[src/rtl/pxpu_pkg.sv]
// Package for the port expansion and pull-up control block.
// Assumes an 8-bit register port with 16-bit addresses.
package pxpu_pkg;
	// -----------------------------------------------------------------
	// Register offsets
	// -----------------------------------------------------------------
	localparam logic [15:0] OFF_MEM_EXP_CTRL = 16'hFFC4;
	localparam logic [15:0] OFF_PU_OPT_LOW   = 16'hFFC8;
	localparam logic [15:0] OFF_PU_OPT_HIGH  = 16'hFFC9;
	localparam logic [15:0] OFF_DIR_P0       = 16'hFF20;
	localparam logic [15:0] OFF_DIR_P1       = 16'hFF21;
	localparam logic [15:0] OFF_DIR_P3       = 16'hFF23;
	localparam logic [15:0] OFF_DIR_P5       = 16'hFF25;
	localparam logic [15:0] OFF_DIR_P8       = 16'hFF28;
	localparam logic [15:0] OFF_DIR_P9       = 16'hFF29;
	localparam logic [15:0] OFF_ALT_P0       = 16'hFF40;
	localparam logic [15:0] OFF_ALT_P3       = 16'hFF43;
	localparam logic [15:0] OFF_ALT_P8       = 16'hFF48;

	// -----------------------------------------------------------------
	// Field masks and positions
	// -----------------------------------------------------------------
	localparam logic [7:0] MM_MASK_CODE = 8'h07;
	localparam logic [7:0] MM_MASK_SIZE = 8'h60;
	localparam logic [7:0] PUL_MASK     = 8'h3F;
	localparam logic [7:0] PUH_MASK     = 8'h03;
	localparam logic [7:0] MASK_7BIT    = 8'h7F;
	localparam logic [7:0] MASK_6BIT    = 8'h3F;
	localparam logic [7:0] MASK_4BIT    = 8'h0F;
	localparam int MM_SIZE_LSB = 5;
	localparam int PUL_P0 = 0;
	localparam int PUL_P1 = 1;
	localparam int PUL_P2 = 2;
	localparam int PUL_P3 = 3;
	localparam int PUL_P4 = 4;
	localparam int PUL_P5 = 5;
	localparam int PUH_P8 = 0;
	localparam int PUH_P9 = 1;

	// -----------------------------------------------------------------
	// Reset values
	// -----------------------------------------------------------------
	localparam logic [7:0] MM_RESET_A = 8'h60;
	localparam logic [7:0] MM_RESET_B = 8'h20;
	localparam logic [7:0] MM_RESET_C = 8'h00;
	localparam logic [7:0] RST_ZERO   = 8'h00;
	localparam logic [7:0] RST_DIR    = 8'hFF;

	// -----------------------------------------------------------------
	// Expansion codes and address-line masks of the high port
	// -----------------------------------------------------------------
	localparam logic [2:0] EXP_SC_IN  = 3'h0;
	localparam logic [2:0] EXP_SC_OUT = 3'h1;
	localparam logic [2:0] EXP_256    = 3'h3;
	localparam logic [2:0] EXP_4K     = 3'h4;
	localparam logic [2:0] EXP_16K    = 3'h5;
	localparam logic [2:0] EXP_FULL   = 3'h7;
	// Reserved code, never to be written; decoded as full expansion
	localparam logic [2:0] EXP_RSV_HI = 3'h6;
	localparam logic [7:0] ADDR_NONE  = 8'h00;
	localparam logic [7:0] ADDR_4K    = 8'h0F;
	localparam logic [7:0] ADDR_16K   = 8'h3F;
	localparam logic [7:0] ADDR_FULL  = 8'hFF;
endpackage : pxpu_pkg

[src/rtl/pxpu_top.sv]
// Port expansion mode register and internal pull-up gating.
// Assumes a single-cycle register port and pads that take the
// pull-up and bus-function levels from the outputs below.
//
// Operation
// - Codes 000/001: high port is general I/O, low port input/output.
// - 256-byte code: low port is address/data, high port general I/O.
// - 4K code: low port bus, high pins 0-3 address, rest general.
// - 16K code: low port bus, high pins 0-5 address, top two general.
// - Full code: every low and high port pin serves the bus.
// - Programmable variant: two bits pick memory size; else fixed.
// - Expansion register reset value is a per-product parameter.
// - Expansion register bits 3, 4, 7 read zero, writes ignored.
// - Ports 0,1,3,8: pull-up when not alternate, option set, input.
// - Alternate-function pin never gets a pull-up.
// - Port-2 option bit pulls up all five upper pins together.
// - Lowest port-2 pin never gets a pull-up.
// - Port 4 pulls up all pins when option set and input mode.
// - Port 5 pull-up needs option, no expansion, direction input.
// - Port 9 pull-up needs high option bit, no expansion, input.
// - Any expansion mode disables port 4, 5, 9 pull-ups.
// - Upper unused pull-up option bits read zero, writes ignored.
// - Direction bit one means input, zero means output.
// - Alternate-function bit one overrides latch and direction.
//
// Local design decision: the plain strobed port.
`timescale 1ns/1ps
module pxpu_top #(
	parameter logic [7:0] MM_RESET  = pxpu_pkg::MM_RESET_C,
	parameter bit         SIZE_PROG = 1'b1
) (
	input  wire logic        mclk_i,
	input  wire logic        rst_b_i,
	input  wire logic [15:0] addr_i,
	input  wire logic [7:0]  wdata_i,
	input  wire logic        wr_i,
	input  wire logic        rd_i,
	output logic      [7:0]  rdata_o,
	output logic      [7:0]  pu_p0_o,
	output logic      [7:0]  pu_p1_o,
	output logic      [5:0]  pu_p2_o,
	output logic      [6:0]  pu_p3_o,
	output logic      [7:0]  pu_p4_o,
	output logic      [7:0]  pu_p5_o,
	output logic      [5:0]  pu_p8_o,
	output logic      [3:0]  pu_p9_o,
	output logic      [7:0]  alt_p0_o,
	output logic      [6:0]  alt_p3_o,
	output logic      [5:0]  alt_p8_o,
	output logic      [7:0]  dir_p0_o,
	output logic      [7:0]  dir_p1_o,
	output logic      [6:0]  dir_p3_o,
	output logic      [7:0]  dir_p5_o,
	output logic      [5:0]  dir_p8_o,
	output logic      [3:0]  dir_p9_o,
	output logic             p4_bus_o,
	output logic             p4_out_o,
	output logic      [7:0]  p5_addr_o,
	output logic             p9_bus_o,
	output logic      [1:0]  mem_size_o
);
	// -----------------------------------------------------------------
	// State
	// -----------------------------------------------------------------
	typedef struct packed {
		logic [7:0] mm;
		logic [7:0] pullup_option_low;
		logic [7:0] pullup_option_high;
		logic [7:0] pm0;
		logic [7:0] pm1;
		logic [7:0] pm3;
		logic [7:0] pm5;
		logic [7:0] pm8;
		logic [7:0] pm9;
		logic [7:0] pmc0;
		logic [7:0] pmc3;
		logic [7:0] pmc8;
		logic [7:0] rdata;
		logic [7:0] pu0;
		logic [7:0] pu1;
		logic [5:0] pu2;
		logic [6:0] pu3;
		logic [7:0] pu4;
		logic [7:0] pu5;
		logic [5:0] pu8;
		logic [3:0] pu9;
		logic       p4_bus;
		logic       p4_out;
		logic [7:0] p5_addr;
		logic       p9_bus;
	} pxpu_state_t;

	pxpu_state_t s_reg;
	pxpu_state_t s_next;
	logic [7:0]  mm_wmask;
	logic [2:0]  code;
	logic        exp_on;

	// Size bits are live only on the programmable variant
	assign mm_wmask = SIZE_PROG ?
		(pxpu_pkg::MM_MASK_CODE | pxpu_pkg::MM_MASK_SIZE) :
		pxpu_pkg::MM_MASK_CODE;

	// -----------------------------------------------------------------
	// Next state
	// -----------------------------------------------------------------
	always_comb begin
		s_next = s_reg;
		s_next.rdata = pxpu_pkg::RST_ZERO;
		if (rd_i) begin
			case (addr_i)
				pxpu_pkg::OFF_MEM_EXP_CTRL: s_next.rdata = s_reg.mm;
				pxpu_pkg::OFF_PU_OPT_LOW:   s_next.rdata = s_reg.pullup_option_low;
				pxpu_pkg::OFF_PU_OPT_HIGH:  s_next.rdata = s_reg.pullup_option_high;
				pxpu_pkg::OFF_DIR_P0:       s_next.rdata = s_reg.pm0;
				pxpu_pkg::OFF_DIR_P1:       s_next.rdata = s_reg.pm1;
				pxpu_pkg::OFF_DIR_P3:       s_next.rdata = s_reg.pm3;
				pxpu_pkg::OFF_DIR_P5:       s_next.rdata = s_reg.pm5;
				pxpu_pkg::OFF_DIR_P8:       s_next.rdata = s_reg.pm8;
				pxpu_pkg::OFF_DIR_P9:       s_next.rdata = s_reg.pm9;
				pxpu_pkg::OFF_ALT_P0:       s_next.rdata = s_reg.pmc0;
				pxpu_pkg::OFF_ALT_P3:       s_next.rdata = s_reg.pmc3;
				pxpu_pkg::OFF_ALT_P8:       s_next.rdata = s_reg.pmc8;
				default:                    s_next.rdata = pxpu_pkg::RST_ZERO;
			endcase
		end
		if (wr_i) begin
			case (addr_i)
				pxpu_pkg::OFF_MEM_EXP_CTRL:
					s_next.mm = (wdata_i & mm_wmask) |
						(s_reg.mm & ~mm_wmask & pxpu_pkg::MM_MASK_SIZE);
				pxpu_pkg::OFF_PU_OPT_LOW:
					s_next.pullup_option_low = wdata_i & pxpu_pkg::PUL_MASK;
				pxpu_pkg::OFF_PU_OPT_HIGH:
					s_next.pullup_option_high = wdata_i & pxpu_pkg::PUH_MASK;
				pxpu_pkg::OFF_DIR_P0: s_next.pm0 = wdata_i;
				pxpu_pkg::OFF_DIR_P1: s_next.pm1 = wdata_i;
				pxpu_pkg::OFF_DIR_P3:
					s_next.pm3 = wdata_i & pxpu_pkg::MASK_7BIT;
				pxpu_pkg::OFF_DIR_P5: s_next.pm5 = wdata_i;
				pxpu_pkg::OFF_DIR_P8:
					s_next.pm8 = wdata_i & pxpu_pkg::MASK_6BIT;
				pxpu_pkg::OFF_DIR_P9:
					s_next.pm9 = wdata_i & pxpu_pkg::MASK_4BIT;
				pxpu_pkg::OFF_ALT_P0: s_next.pmc0 = wdata_i;
				pxpu_pkg::OFF_ALT_P3:
					s_next.pmc3 = wdata_i & pxpu_pkg::MASK_7BIT;
				pxpu_pkg::OFF_ALT_P8:
					s_next.pmc8 = wdata_i & pxpu_pkg::MASK_6BIT;
				default: ;
			endcase
		end

		// Outputs follow the new register values at the same edge
		code   = s_next.mm[2:0];
		// Reserved 110 falls in with full expansion; 010 drives no bus but gives port 4 no pull-up
		exp_on = (code == pxpu_pkg::EXP_256) || code[2];
		s_next.p4_bus = exp_on;
		s_next.p4_out = (code == pxpu_pkg::EXP_SC_OUT);
		s_next.p9_bus = exp_on;
		case (code)
			pxpu_pkg::EXP_4K:  s_next.p5_addr = pxpu_pkg::ADDR_4K;
			pxpu_pkg::EXP_16K: s_next.p5_addr = pxpu_pkg::ADDR_16K;
			pxpu_pkg::EXP_FULL,
			pxpu_pkg::EXP_RSV_HI:
				s_next.p5_addr = pxpu_pkg::ADDR_FULL;
			default:           s_next.p5_addr = pxpu_pkg::ADDR_NONE;
		endcase

		// Direction one is input; alternate function masks the pull-up
		s_next.pu0 = {8{s_next.pullup_option_low[pxpu_pkg::PUL_P0]}} &
			~s_next.pmc0 & s_next.pm0;
		s_next.pu1 = {8{s_next.pullup_option_low[pxpu_pkg::PUL_P1]}} &
			s_next.pm1;
		s_next.pu3 = {7{s_next.pullup_option_low[pxpu_pkg::PUL_P3]}} &
			~s_next.pmc3[6:0] & s_next.pm3[6:0];
		s_next.pu8 = {6{s_next.pullup_option_high[pxpu_pkg::PUH_P8]}} &
			~s_next.pmc8[5:0] & s_next.pm8[5:0];
		// Pin 0 doubles as the NMI input and has no pull-up device
		s_next.pu2 = {{5{s_next.pullup_option_low[pxpu_pkg::PUL_P2]}}, 1'b0};
		s_next.pu4 = {8{s_next.pullup_option_low[pxpu_pkg::PUL_P4] &
			(code == pxpu_pkg::EXP_SC_IN)}};
		s_next.pu5 = {8{s_next.pullup_option_low[pxpu_pkg::PUL_P5] & ~exp_on}} &
			s_next.pm5;
		s_next.pu9 = {4{s_next.pullup_option_high[pxpu_pkg::PUH_P9] & ~exp_on}} &
			s_next.pm9[3:0];
	end

	// -----------------------------------------------------------------
	// Register
	// -----------------------------------------------------------------
	always_ff @(posedge mclk_i or negedge rst_b_i) begin
		if (!rst_b_i) begin
			s_reg         <= '0;
			s_reg.mm      <= MM_RESET & (pxpu_pkg::MM_MASK_CODE |
				pxpu_pkg::MM_MASK_SIZE);
			// Options zero and pins inputs: nothing pulled up
			s_reg.pullup_option_low    <= pxpu_pkg::RST_ZERO;
			s_reg.pullup_option_high    <= pxpu_pkg::RST_ZERO;
			s_reg.pm0     <= pxpu_pkg::RST_DIR;
			s_reg.pm1     <= pxpu_pkg::RST_DIR;
			s_reg.pm3     <= pxpu_pkg::MASK_7BIT;
			s_reg.pm5     <= pxpu_pkg::RST_DIR;
			s_reg.pm8     <= pxpu_pkg::MASK_6BIT;
			s_reg.pm9     <= pxpu_pkg::MASK_4BIT;
			s_reg.p4_bus  <= 1'b0;
			s_reg.p9_bus  <= 1'b0;
			s_reg.p5_addr <= pxpu_pkg::ADDR_NONE;
		end else begin
			s_reg <= s_next;
		end
	end

	// -----------------------------------------------------------------
	// Outputs
	// -----------------------------------------------------------------
	assign rdata_o    = s_reg.rdata;
	assign pu_p0_o    = s_reg.pu0;
	assign pu_p1_o    = s_reg.pu1;
	assign pu_p2_o    = s_reg.pu2;
	assign pu_p3_o    = s_reg.pu3;
	assign pu_p4_o    = s_reg.pu4;
	assign pu_p5_o    = s_reg.pu5;
	assign pu_p8_o    = s_reg.pu8;
	assign pu_p9_o    = s_reg.pu9;
	assign alt_p0_o   = s_reg.pmc0;
	assign alt_p3_o   = s_reg.pmc3[6:0];
	assign alt_p8_o   = s_reg.pmc8[5:0];
	assign dir_p0_o   = s_reg.pm0;
	assign dir_p1_o   = s_reg.pm1;
	assign dir_p3_o   = s_reg.pm3[6:0];
	assign dir_p5_o   = s_reg.pm5;
	assign dir_p8_o   = s_reg.pm8[5:0];
	assign dir_p9_o   = s_reg.pm9[3:0];
	assign p4_bus_o   = s_reg.p4_bus;
	assign p4_out_o   = s_reg.p4_out;
	assign p5_addr_o  = s_reg.p5_addr;
	assign p9_bus_o   = s_reg.p9_bus;
	assign mem_size_o = s_reg.mm[pxpu_pkg::MM_SIZE_LSB +: 2];

	// -----------------------------------------------------------------
	// Assertions
	// -----------------------------------------------------------------
	AST_MM_RSV_ZERO: assert property (@(posedge mclk_i)
		disable iff (!rst_b_i)
		(s_reg.mm[7] == 1'b0) && (s_reg.mm[4:3] == 2'b00))
		else $error("reserved expansion bits not zero");

	AST_PUO_TOP_ZERO: assert property (@(posedge mclk_i)
		disable iff (!rst_b_i)
		wr_i && (addr_i == pxpu_pkg::OFF_PU_OPT_HIGH) |=>
		(s_reg.pullup_option_high == ($past(wdata_i) & pxpu_pkg::PUH_MASK)))
		else $error("high option write not masked");

	AST_ALT_NO_PU: assert property (@(posedge mclk_i)
		disable iff (!rst_b_i)
		((pu_p0_o & alt_p0_o) == 8'h00) &&
		((pu_p3_o & alt_p3_o) == 7'h00) &&
		((pu_p8_o & alt_p8_o) == 6'h00))
		else $error("pull-up on alternate-function pin");

	AST_P2_NMI_FREE: assert property (@(posedge mclk_i)
		disable iff (!rst_b_i)
		s_reg.pullup_option_low[pxpu_pkg::PUL_P2] |-> (pu_p2_o == 6'h3E))
		else $error("port 2 pull-up pattern wrong");

	AST_EXP_PU_OFF: assert property (@(posedge mclk_i)
		disable iff (!rst_b_i)
		p4_bus_o |-> (pu_p4_o == 8'h00) && (pu_p5_o == 8'h00) &&
		(pu_p9_o == 4'h0))
		else $error("pull-up active in expansion mode");

	AST_P0_PU_EQ: assert property (@(posedge mclk_i)
		disable iff (!rst_b_i)
		pu_p0_o == ({8{s_reg.pullup_option_low[pxpu_pkg::PUL_P0]}} & ~alt_p0_o &
		dir_p0_o))
		else $error("port 0 pull-up mismatch");

	AST_WR_TRACK: assert property (@(posedge mclk_i)
		disable iff (!rst_b_i)
		wr_i && (addr_i == pxpu_pkg::OFF_PU_OPT_LOW) &&
		wdata_i[pxpu_pkg::PUL_P1] |=> (pu_p1_o == dir_p1_o))
		else $error("pull-up did not follow option write");

	AST_READ_NEXT: assert property (@(posedge mclk_i)
		disable iff (!rst_b_i)
		rd_i && (addr_i == pxpu_pkg::OFF_MEM_EXP_CTRL) |=>
		(rdata_o == $past(s_reg.mm)))
		else $error("expansion register read wrong");

	AST_4K_ADDR: assert property (@(posedge mclk_i)
		disable iff (!rst_b_i)
		(s_reg.mm[2:0] == pxpu_pkg::EXP_4K) |->
		(p5_addr_o == pxpu_pkg::ADDR_4K) && p4_bus_o)
		else $error("4K mode address lines wrong");

	AST_SIZE_FIXED: assert property (@(posedge mclk_i)
		disable iff (!rst_b_i)
		!(SIZE_PROG && wr_i && (addr_i == pxpu_pkg::OFF_MEM_EXP_CTRL)) |=>
		$stable(mem_size_o))
		else $error("memory size changed without a size write");

	AST_SC_PORT: assert property (@(posedge mclk_i)
		disable iff (!rst_b_i)
		(s_reg.mm[2:0] == pxpu_pkg::EXP_SC_IN) ||
		(s_reg.mm[2:0] == pxpu_pkg::EXP_SC_OUT) |->
		!p4_bus_o && !p9_bus_o && (p5_addr_o == pxpu_pkg::ADDR_NONE) &&
		(p4_out_o == (s_reg.mm[2:0] == pxpu_pkg::EXP_SC_OUT)))
		else $error("single-chip code drives the bus");

	AST_256_BUS: assert property (@(posedge mclk_i)
		disable iff (!rst_b_i)
		(s_reg.mm[2:0] == pxpu_pkg::EXP_256) |->
		p4_bus_o && p9_bus_o && !p4_out_o &&
		(p5_addr_o == pxpu_pkg::ADDR_NONE))
		else $error("256-byte mode pin use wrong");

	AST_16K_ADDR: assert property (@(posedge mclk_i)
		disable iff (!rst_b_i)
		(s_reg.mm[2:0] == pxpu_pkg::EXP_16K) |->
		(p5_addr_o == pxpu_pkg::ADDR_16K) && p4_bus_o)
		else $error("16K mode address lines wrong");

	AST_FULL_ADDR: assert property (@(posedge mclk_i)
		disable iff (!rst_b_i)
		(s_reg.mm[2:0] == pxpu_pkg::EXP_FULL) |->
		(p5_addr_o == pxpu_pkg::ADDR_FULL) && p4_bus_o && p9_bus_o)
		else $error("full expansion pin use wrong");

	AST_P2_OFF: assert property (@(posedge mclk_i)
		disable iff (!rst_b_i)
		!s_reg.pullup_option_low[pxpu_pkg::PUL_P2] |-> (pu_p2_o == 6'h00))
		else $error("port 2 pull-up without option");

	AST_P4_PU: assert property (@(posedge mclk_i)
		disable iff (!rst_b_i)
		pu_p4_o == {8{s_reg.pullup_option_low[pxpu_pkg::PUL_P4] &&
		(s_reg.mm[2:0] == pxpu_pkg::EXP_SC_IN)}})
		else $error("port 4 pull-up mismatch");

	AST_P5_PU: assert property (@(posedge mclk_i)
		disable iff (!rst_b_i)
		!p4_bus_o |-> (pu_p5_o == ({8{s_reg.pullup_option_low[pxpu_pkg::PUL_P5]}} &
		dir_p5_o)))
		else $error("port 5 pull-up mismatch");

	AST_P9_PU: assert property (@(posedge mclk_i)
		disable iff (!rst_b_i)
		!p9_bus_o |-> (pu_p9_o == ({4{s_reg.pullup_option_high[pxpu_pkg::PUH_P9]}} &
		dir_p9_o)))
		else $error("port 9 pull-up mismatch");
endmodule : pxpu_top

[config.mk]
export PLATFORM = sky130hd
export DESIGN_NAME = pxpu_top
export DESIGN_NICKNAME = d
export VERILOG_FILES = /design/src/rtl/pxpu_pkg.sv /design/src/rtl/pxpu_top.sv
export SDC_FILE = /design/constraint.sdc
export NUM_CORES = 1
export LEC_CHECK = 0
export CORE_MARGIN = 8
export CORE_UTILIZATION = 45
export DETAILED_ROUTE_END_ITERATION = 10
export DONT_BUFFER_PORTS = 1
export HOLD_SLACK_MARGIN = 0.08
export PLACE_DENSITY = 0.7
export SYNTH_ARGS = -nofsm -noshare
export SYNTH_HDL_FRONTEND = slang
export SYNTH_SLANG_ARGS = --single-unit
[constraint.sdc]
create_clock -name mclk_i -period 3.8 [get_ports mclk_i]
set_clock_uncertainty 0.15 [all_clocks]
set_input_delay 0.38 -clock mclk_i [delete_from_list [all_inputs] [get_ports mclk_i]]
set_output_delay 0.38 -clock mclk_i [all_outputs]
set_load 0.1 [all_outputs]
==> reports/qor.csv, run 1 <==
metric,value,unit
outcome,"finished, final reports clean",
HPWL after DPL,14200,um
count of cell types in the netlist,57,
number of global-route vias before repair,4128,
pwr/cell area,458.7,nW/um^2
PnR worst setup slack,1.255,ns
Crit-path slowest cell,nor3b_4,
worst skew pair latency,0.43,ns
crit-path max cell delay,0.53,ns
Sink Count,130,
max reg flops,11,
Setup CP Type,input port to flop,
Worst Setup SP,addr_i[4],
number of vias per cell,5.909,
row count,45,
Min-Delay Startpoint,wdata_i[1],
CTS buffer count,17,
post-place setup slack,0.7941,ns
most frequent cells in the layout,"83 x dfrtp_1, 47 x mux2_2, 41 x dfstp_2, 22 x mux2_4, 22 x nor3b_2",
"most common cell after layout, fill and taps aside",dfrtp_1,
Buf/Inv on CP,0,
routability congestion estimate from global placement,0.9083,
max-slew violation count,0,
Worst setup SP type,input port,
worst r2r src,dir_p5_o[2]$_DFF_PN1_,
sequential cell area,3319,um^2
final hold vios,0,
worst endpoint required time,3.96,ns
Starting Density,45.36,%
Mapped Nets,583,
"FF+latch count, synth",130,
GRT Util Overall,20.66,%
Hold WC Path Type,input port to flop,
clock root cell,clkbuf_16,
RSZ-0062 raised after global routing,no,
register area share after synthesis,48.46,%
core area,15030,um^2
fmax,0.3930,GHz
Die Y-Extent,139.1,um
crit path cell chain,nor4b_2 > nor3b_4 > nand2_2 > nor2_1 > mux2_2 > nor3b_2,
Worst Tran Pin Value,1.097,ns
largest net degree at the start of global routing,131,
diode count,0,
Ports,166,
crit path capture type,flop,
"Setup violations, final",0,
WL final,19490,um
Synth Cell Area,6819,um^2
drc violations,0,
Avg Synthesized Cell Area,12.29,um^2
max_cap viols,0,
number of synthesized flops with an enable pin,0,
first-pass GRT wire length,29340,um
R2R Setup Slk,1.69,ns
CP top delay family,simple AND/OR/NAND/NOR gates,
Setup TNS,0,ns
share of cells above drive strength 1,44.25,%
yosys warns,0,
peak supply drop,296.1,uV
number of I/O port buffers,0,
Multi-input gate area,2356,um^2
CTS Buffer Depth,2,
min cycle time layout,2.545,ns
mean routed wirelength per cell,30.45,um
ys async rst share,100.0,%
FILL cells,1327,
Layout area overhead,-0.9541,%
router iterations before antenna repair,5,
Slew HR,27.18,%
DIE AREA,19350,um^2
drt initial violations,288,
Die Wd,139.1,um
initial antenna violation count,1,
H-tree levels,4,
final cycle utilization of the critical path,66.97,%
Clock Pin Slew Worst Setup and Hold Paths,0.06,ns
post-synthesis cell count,555,
P_leak,2.968,nW
post-CTS resize count,0,
gr ovfl total,0,
fin nets,467,
Main synth FF type,dfrtp_1,
TritonCTS clock tree,done,
via count,3782,
critical path arrival,2.70,ns
critical path peak fanout,9,
DRT antenna net count,0,
[power breakdown]
part | leakage (nW) | internal [mW] | switching [mW]
Clock | 0.269 | 0.995 | 0.627
Combinational | 1.04 | 0.0215 | 0.0650
Sequential | 1.66 | 1.39 | 0.00248
[logic make-up after synthesis]
family	share of synthesized area, %
simple gates	13.95
xor+xnor	0.1285
buf+inv	16.99
other cells	0.05499
flops	48.46
mux	14.20
compound gates	6.221
[what timing repair did]
action / in CTS / in global routing
hold buffers: 10 / 0
endpoints found under the hold margin: 227 / 0
setup buffers: 0 / 0
[layout make-up]
| class | instances | share of cell area (%) |
|---|---|---|
| Clock inverter | 13 | 2.019 |
| Timing Repair Buffer | 20 | 3.149 |
| Clock buffer | 19 | 6.706 |
| Multi-Input combinational cell | 259 | 34.88 |
| Tap cell | 188 | 3.483 |
| Sequential cell | 130 | 49.15 |
| Inverter | 11 | 0.6113 |
[stage by stage]
stage,hold slack [ns],cell area [um^2],util (%),power [mW],std cells
finish,0.09743,6754,44.93,3.098,640
global placement,-0.05864,6047,40.22,1.446,598
floorplan,-0.06559,6819,-,1.455,555
detailed placement,-0.05898,6047,40.22,1.446,598
global route,0.1075,6754,44.93,3.194,640
CTS,0.08357,6754,44.93,3.121,640
[worst paths after layout]
kind                                          endpoint  cells past startpoint
worst max-delay path              pu_p8_o[4]$_DFF_PN0_                      6
worst min-delay path              s_reg[155]$_DFF_PN0_                      2
worst max register to register    rdata_o[2]$_DFF_PN0_                      6
worst min register to register    s_reg[158]$_DFF_PN0_                      1
max in group asynchronous       p5_addr_o[3]$_DFF_PN0_                      2
min in group asynchronous         pu_p3_o[0]$_DFF_PN0_                      2
[routing by layer]
layer | GRT usage, % | part of all wire [%] | vias up
met1 | 25.26 | 42 | 2006
met3 | 8.916 | 9.0 | 30
met2 | 31.77 | 47 | 163
met4 | 7.683 | 2.7 | 2
li1 | - | - | 1581
met5 | 0 | 0.067 | -
[synth_stat cells (all sizes together), types with 3 or more instances]
cell    count  share of area (%)
mux2i       8                1.6
and3       16                1.5
nor4b       3               0.66
nand3       3               0.22
or4         3               0.33
a31oi       5               0.46
clkbuf      8               0.44
nor2       20                1.4
dfstp      41                 16
dfrtp      89                 33
mux2       69                 13
or4b        3               0.44
a32oi       3               0.39
a221oi      4               0.51
a21oi      10               0.73
a22oi      15                1.7
a222oi      5               0.73
nor2b      13                1.2
buf       147                 16
inv        11               0.61
nor4        5               0.77
nor3        6               0.44
o21ai       7               0.51
nor3b      23                4.3
nand2      17                1.2
(Power assumes the default switching activity.)
==> run 2: changes to the inputs <==
--- a/config.mk
+++ b/config.mk
@@ -5,12 +5,13 @@
 export SDC_FILE = /design/constraint.sdc
 export NUM_CORES = 1
 export LEC_CHECK = 0
+export ABC_AREA = 1
 export CORE_MARGIN = 8
 export CORE_UTILIZATION = 45
 export DETAILED_ROUTE_END_ITERATION = 10
 export DONT_BUFFER_PORTS = 1
 export HOLD_SLACK_MARGIN = 0.08
-export PLACE_DENSITY = 0.7
+export PLACE_DENSITY = 0.72
 export SYNTH_ARGS = -nofsm -noshare
 export SYNTH_HDL_FRONTEND = slang
 export SYNTH_SLANG_ARGS = --single-unit
==> constraint.sdc (replaced) <==
create_clock -name mclk_i -period 2.3 [get_ports mclk_i]
set_clock_uncertainty 0.15 [all_clocks]
set_input_delay 0.23 -clock mclk_i [delete_from_list [all_inputs] [get_ports mclk_i]]
set_output_delay 0.23 -clock mclk_i [all_outputs]
set_load 0.1 [all_outputs]
==> reports/qor.csv, run 2 <==
metric,value,unit,change
DIE AREA,20310,um^2,+5.0%
violated checks,negative hold slack,,
Avg Synthesized Cell Area,8.545,um^2,-30%
via count,5286,,+40%
critical path peak fanout,11,,+2
fin util,51.44,%,+6.5 points
worst r2r src,alt_p3_o[2]$_DFF_PN0_,,
Die Y-Extent,142.5,um,+2.5%
HPWL after DPL,15090,um,+6.3%
fin nets,878,,+88%
"FF+latch count, synth",130,,unchanged
row count,46,,+2.2%
Area contributors post-synth,"dfrtp_1 31%, dfstp_2 15%, buf_4 14%",,
number of synthesized flops with an enable pin,0,,unchanged
core area,15770,um^2,+4.9%
Hold WC Path Type,input port to asynchronous set/reset pin,,
register area share after synthesis,45.87,%,-2.6 points
Post-CTS Hold Fix Bufs,18,,+8
Layout area overhead,12.63,%,
GRT Util Overall,20.79,%,+0.14 points
RR Endpoint,rdata_o[2]$_DFF_PN0_,,
final hold vios,130,,+130
gr ovfl total,0,,unchanged
CTS buffer count,17,,unchanged
Ports,166,,unchanged
top cell type's share of synthesized area,30.92,%,-1.7 points
share of cells above drive strength 1,32.68,%,-12 points
CP top delay family,buffers and inverters,,
Die Wd,142.5,um,+2.5%
initial antenna violation count,0,,-1
Layout Cells excl Fill,1079,,+69%
top cell type by total area after synthesis,dfrtp_1,,
final cycle utilization of the critical path,96.28,%,
crit path cell chain,dlygate4sd3_1 > nand3_2 > o21ai_4 > nand2_1 > nor2_2,,
Sink Count,130,,unchanged
routability congestion estimate from global placement,0.9415,,+3.7%
"most common cell after layout, fill and taps aside",nand2_1,,
fmax,0.4516,GHz,
router iterations before antenna repair,6,,+1
worst skew pair latency,0.43,ns,about the same
clock root cell,clkbuf_16,,
Buf/Inv on CP,1,,+1
Starting Density,45.68,%,+0.32 points
ys async rst share,100.0,%,unchanged
max_cap viols,0,,unchanged
diode count,0,,unchanged
FILL cells,1492,,+12%
R2R depth,6,,unchanged
crit path capture type,flop,,
most common cell in the netlist,nand2_1,,
number of global-route vias before repair,5384,,+30%
most frequent cells in the layout,"153 x nand2_1, 120 x buf_4, 112 x inv_1, 83 x dfrtp_1, 81 x nor2_1",,
P_leak,4.340,nW,+46%
first-pass GRT wire length,31280,um,+6.6%
Multi-input gate area,2297,um^2,-2.5%
min cycle time layout,2.214,ns,
post-synthesis cell count,843,,+52%
DRT antenna net count,0,,unchanged
number of I/O port buffers,0,,unchanged
CTS Buffer Depth,2,,unchanged
peak supply drop,488.2,uV,+65%
max-slew violation count,0,,unchanged
RSZ-0062 raised after global routing,no,,
Synth Cell Area,7203,um^2,+5.6%
Worst setup SP type,input port,,
Main synth FF type,dfrtp_1,,
outcome,"complete, but fails checks",,
crit-path max cell delay,1.07,ns,+0.54 ns
pwr/cell area,642.0,nW/um^2,+40%
power consumption,5.208,mW,+68%
yosys warns,0,,unchanged
H-tree levels,4,,unchanged
Worst Setup SP,wr_i,,
critical path arrival,2.43,ns,-0.27 ns
count of cell types in the netlist,31,,-46%
WL final,20320,um,+4.3%
sequential cell area,3319,um^2,unchanged
TritonCTS clock tree,done,,
worst endpoint required time,2.51,ns,-1.45 ns
worst hold slack,-0.6464,ns,-0.7438 ns
"Setup violations, final",0,,unchanged
R2R Setup Slk,0.95,ns,-0.74 ns
Mapped Nets,871,,+49%
mean routed wirelength per cell,18.83,um,-38%
drc violations,0,,unchanged
drt initial violations,432,,+50%
Slew HR,44.92,%,+18 points
largest net degree at the start of global routing,131,,unchanged
Clock Pin Slew Worst Setup and Hold Paths,0.06,ns,about the same
Crit-path slowest cell,dlygate4sd3_1,,
number of vias per cell,4.899,,-17%
Setup CP Type,input port to flop,,
most common library cells after synthesis,"153 x nand2_1, 137 x buf_4, 112 x inv_1",,
Setup TNS,0,ns,unchanged
Worst Tran Pin Value,0.8235,ns,-0.2736 ns
dpl cells,1029,,+72%
max reg flops,11,,unchanged
==> run 2: layer usage <==
| layer | wire length, um | track usage, % | share of wire, % |
|---|---|---|---|
| met5 | 0 | 0 | 0 |
| met3 | 1935 | 7.447 | 9.5 |
| met4 | 399 | 6.767 | 2.0 |
| met1 | 8290 | 25.75 | 41 |
| met2 | 9697 | 33.09 | 48 |
==> run 2: cell type report <==
class | instances | area share [%]
Sequential cell | 130 | 40.92
Multi-Input combinational cell | 437 | 28.32
Timing Repair Buffer | 141 | 14.16
Inverter | 123 | 5.722
Clock buffer | 20 | 5.629
Tap cell | 216 | 3.331
Clock inverter | 12 | 1.928
==> run 2: timing repair <==
action | in CTS | in global routing
gates resized for setup | 0 | 0
endpoints found under the setup margin | 0 | 0
setup buffers | 0 | 0
hold endpoints to repair | 256 | 130
==> run 2: cells by family (layout without fill, tap and decap cells) <==
group                  count (synthesis)  in the layout  share of synthesized area (%)
AND/OR/NAND/NOR                      358            358                          25.31
buffers and inverters                276            296                          22.23
flip-flops                           130            130                          45.87
AO/OA/AOI/OAI                         78             78                          6.531
other                                  1              1                        0.05206
==> run 2: worst register-to-register path, delay by kind of cell (launching register included) <==
family / cells / cell delay [ns]
flops: 1 / 0.43
simple gates: 6 / 0.65
==> run 2: metrics by stage <==
stage / setup WS (ns) / cell area [um^2]
6_report: 0.08567 / 8113
5_1_grt: 0.05971 / 8113
3_5_place_dp: 0.3345 / 7320
2_1_floorplan: 0.5960 / 7203
4_1_cts: 0.1816 / 8113
3_3_place_gp: 0.3639 / 7320
==> run 2: how the worst max path moves through the flow <==
stage	slack (ns)	cells after the start	end
finish	0.09	5	pu_p0_o[5]$_DFF_PN0_
global route	0.06	5	pu_p5_o[3]$_DFF_PN0_
CTS	0.18	5	pu_p5_o[3]$_DFF_PN0_
detailed placement	0.33	10	pu_p5_o[1]$_DFF_PN0_
global placement	0.36	8	pu_p0_o[5]$_DFF_PN0_
floorplan	0.60	1	p9_bus_o
==> run 2: where the power goes <==
part | total (mW) | internal [mW] | switching (mW)
sequential | 2.29 | 2.29 | 0.000714
clock | 2.78 | 1.76 | 1.02
combinational | 0.134 | 0.0284 | 0.105
total | 5.21 | 4.08 | 1.13
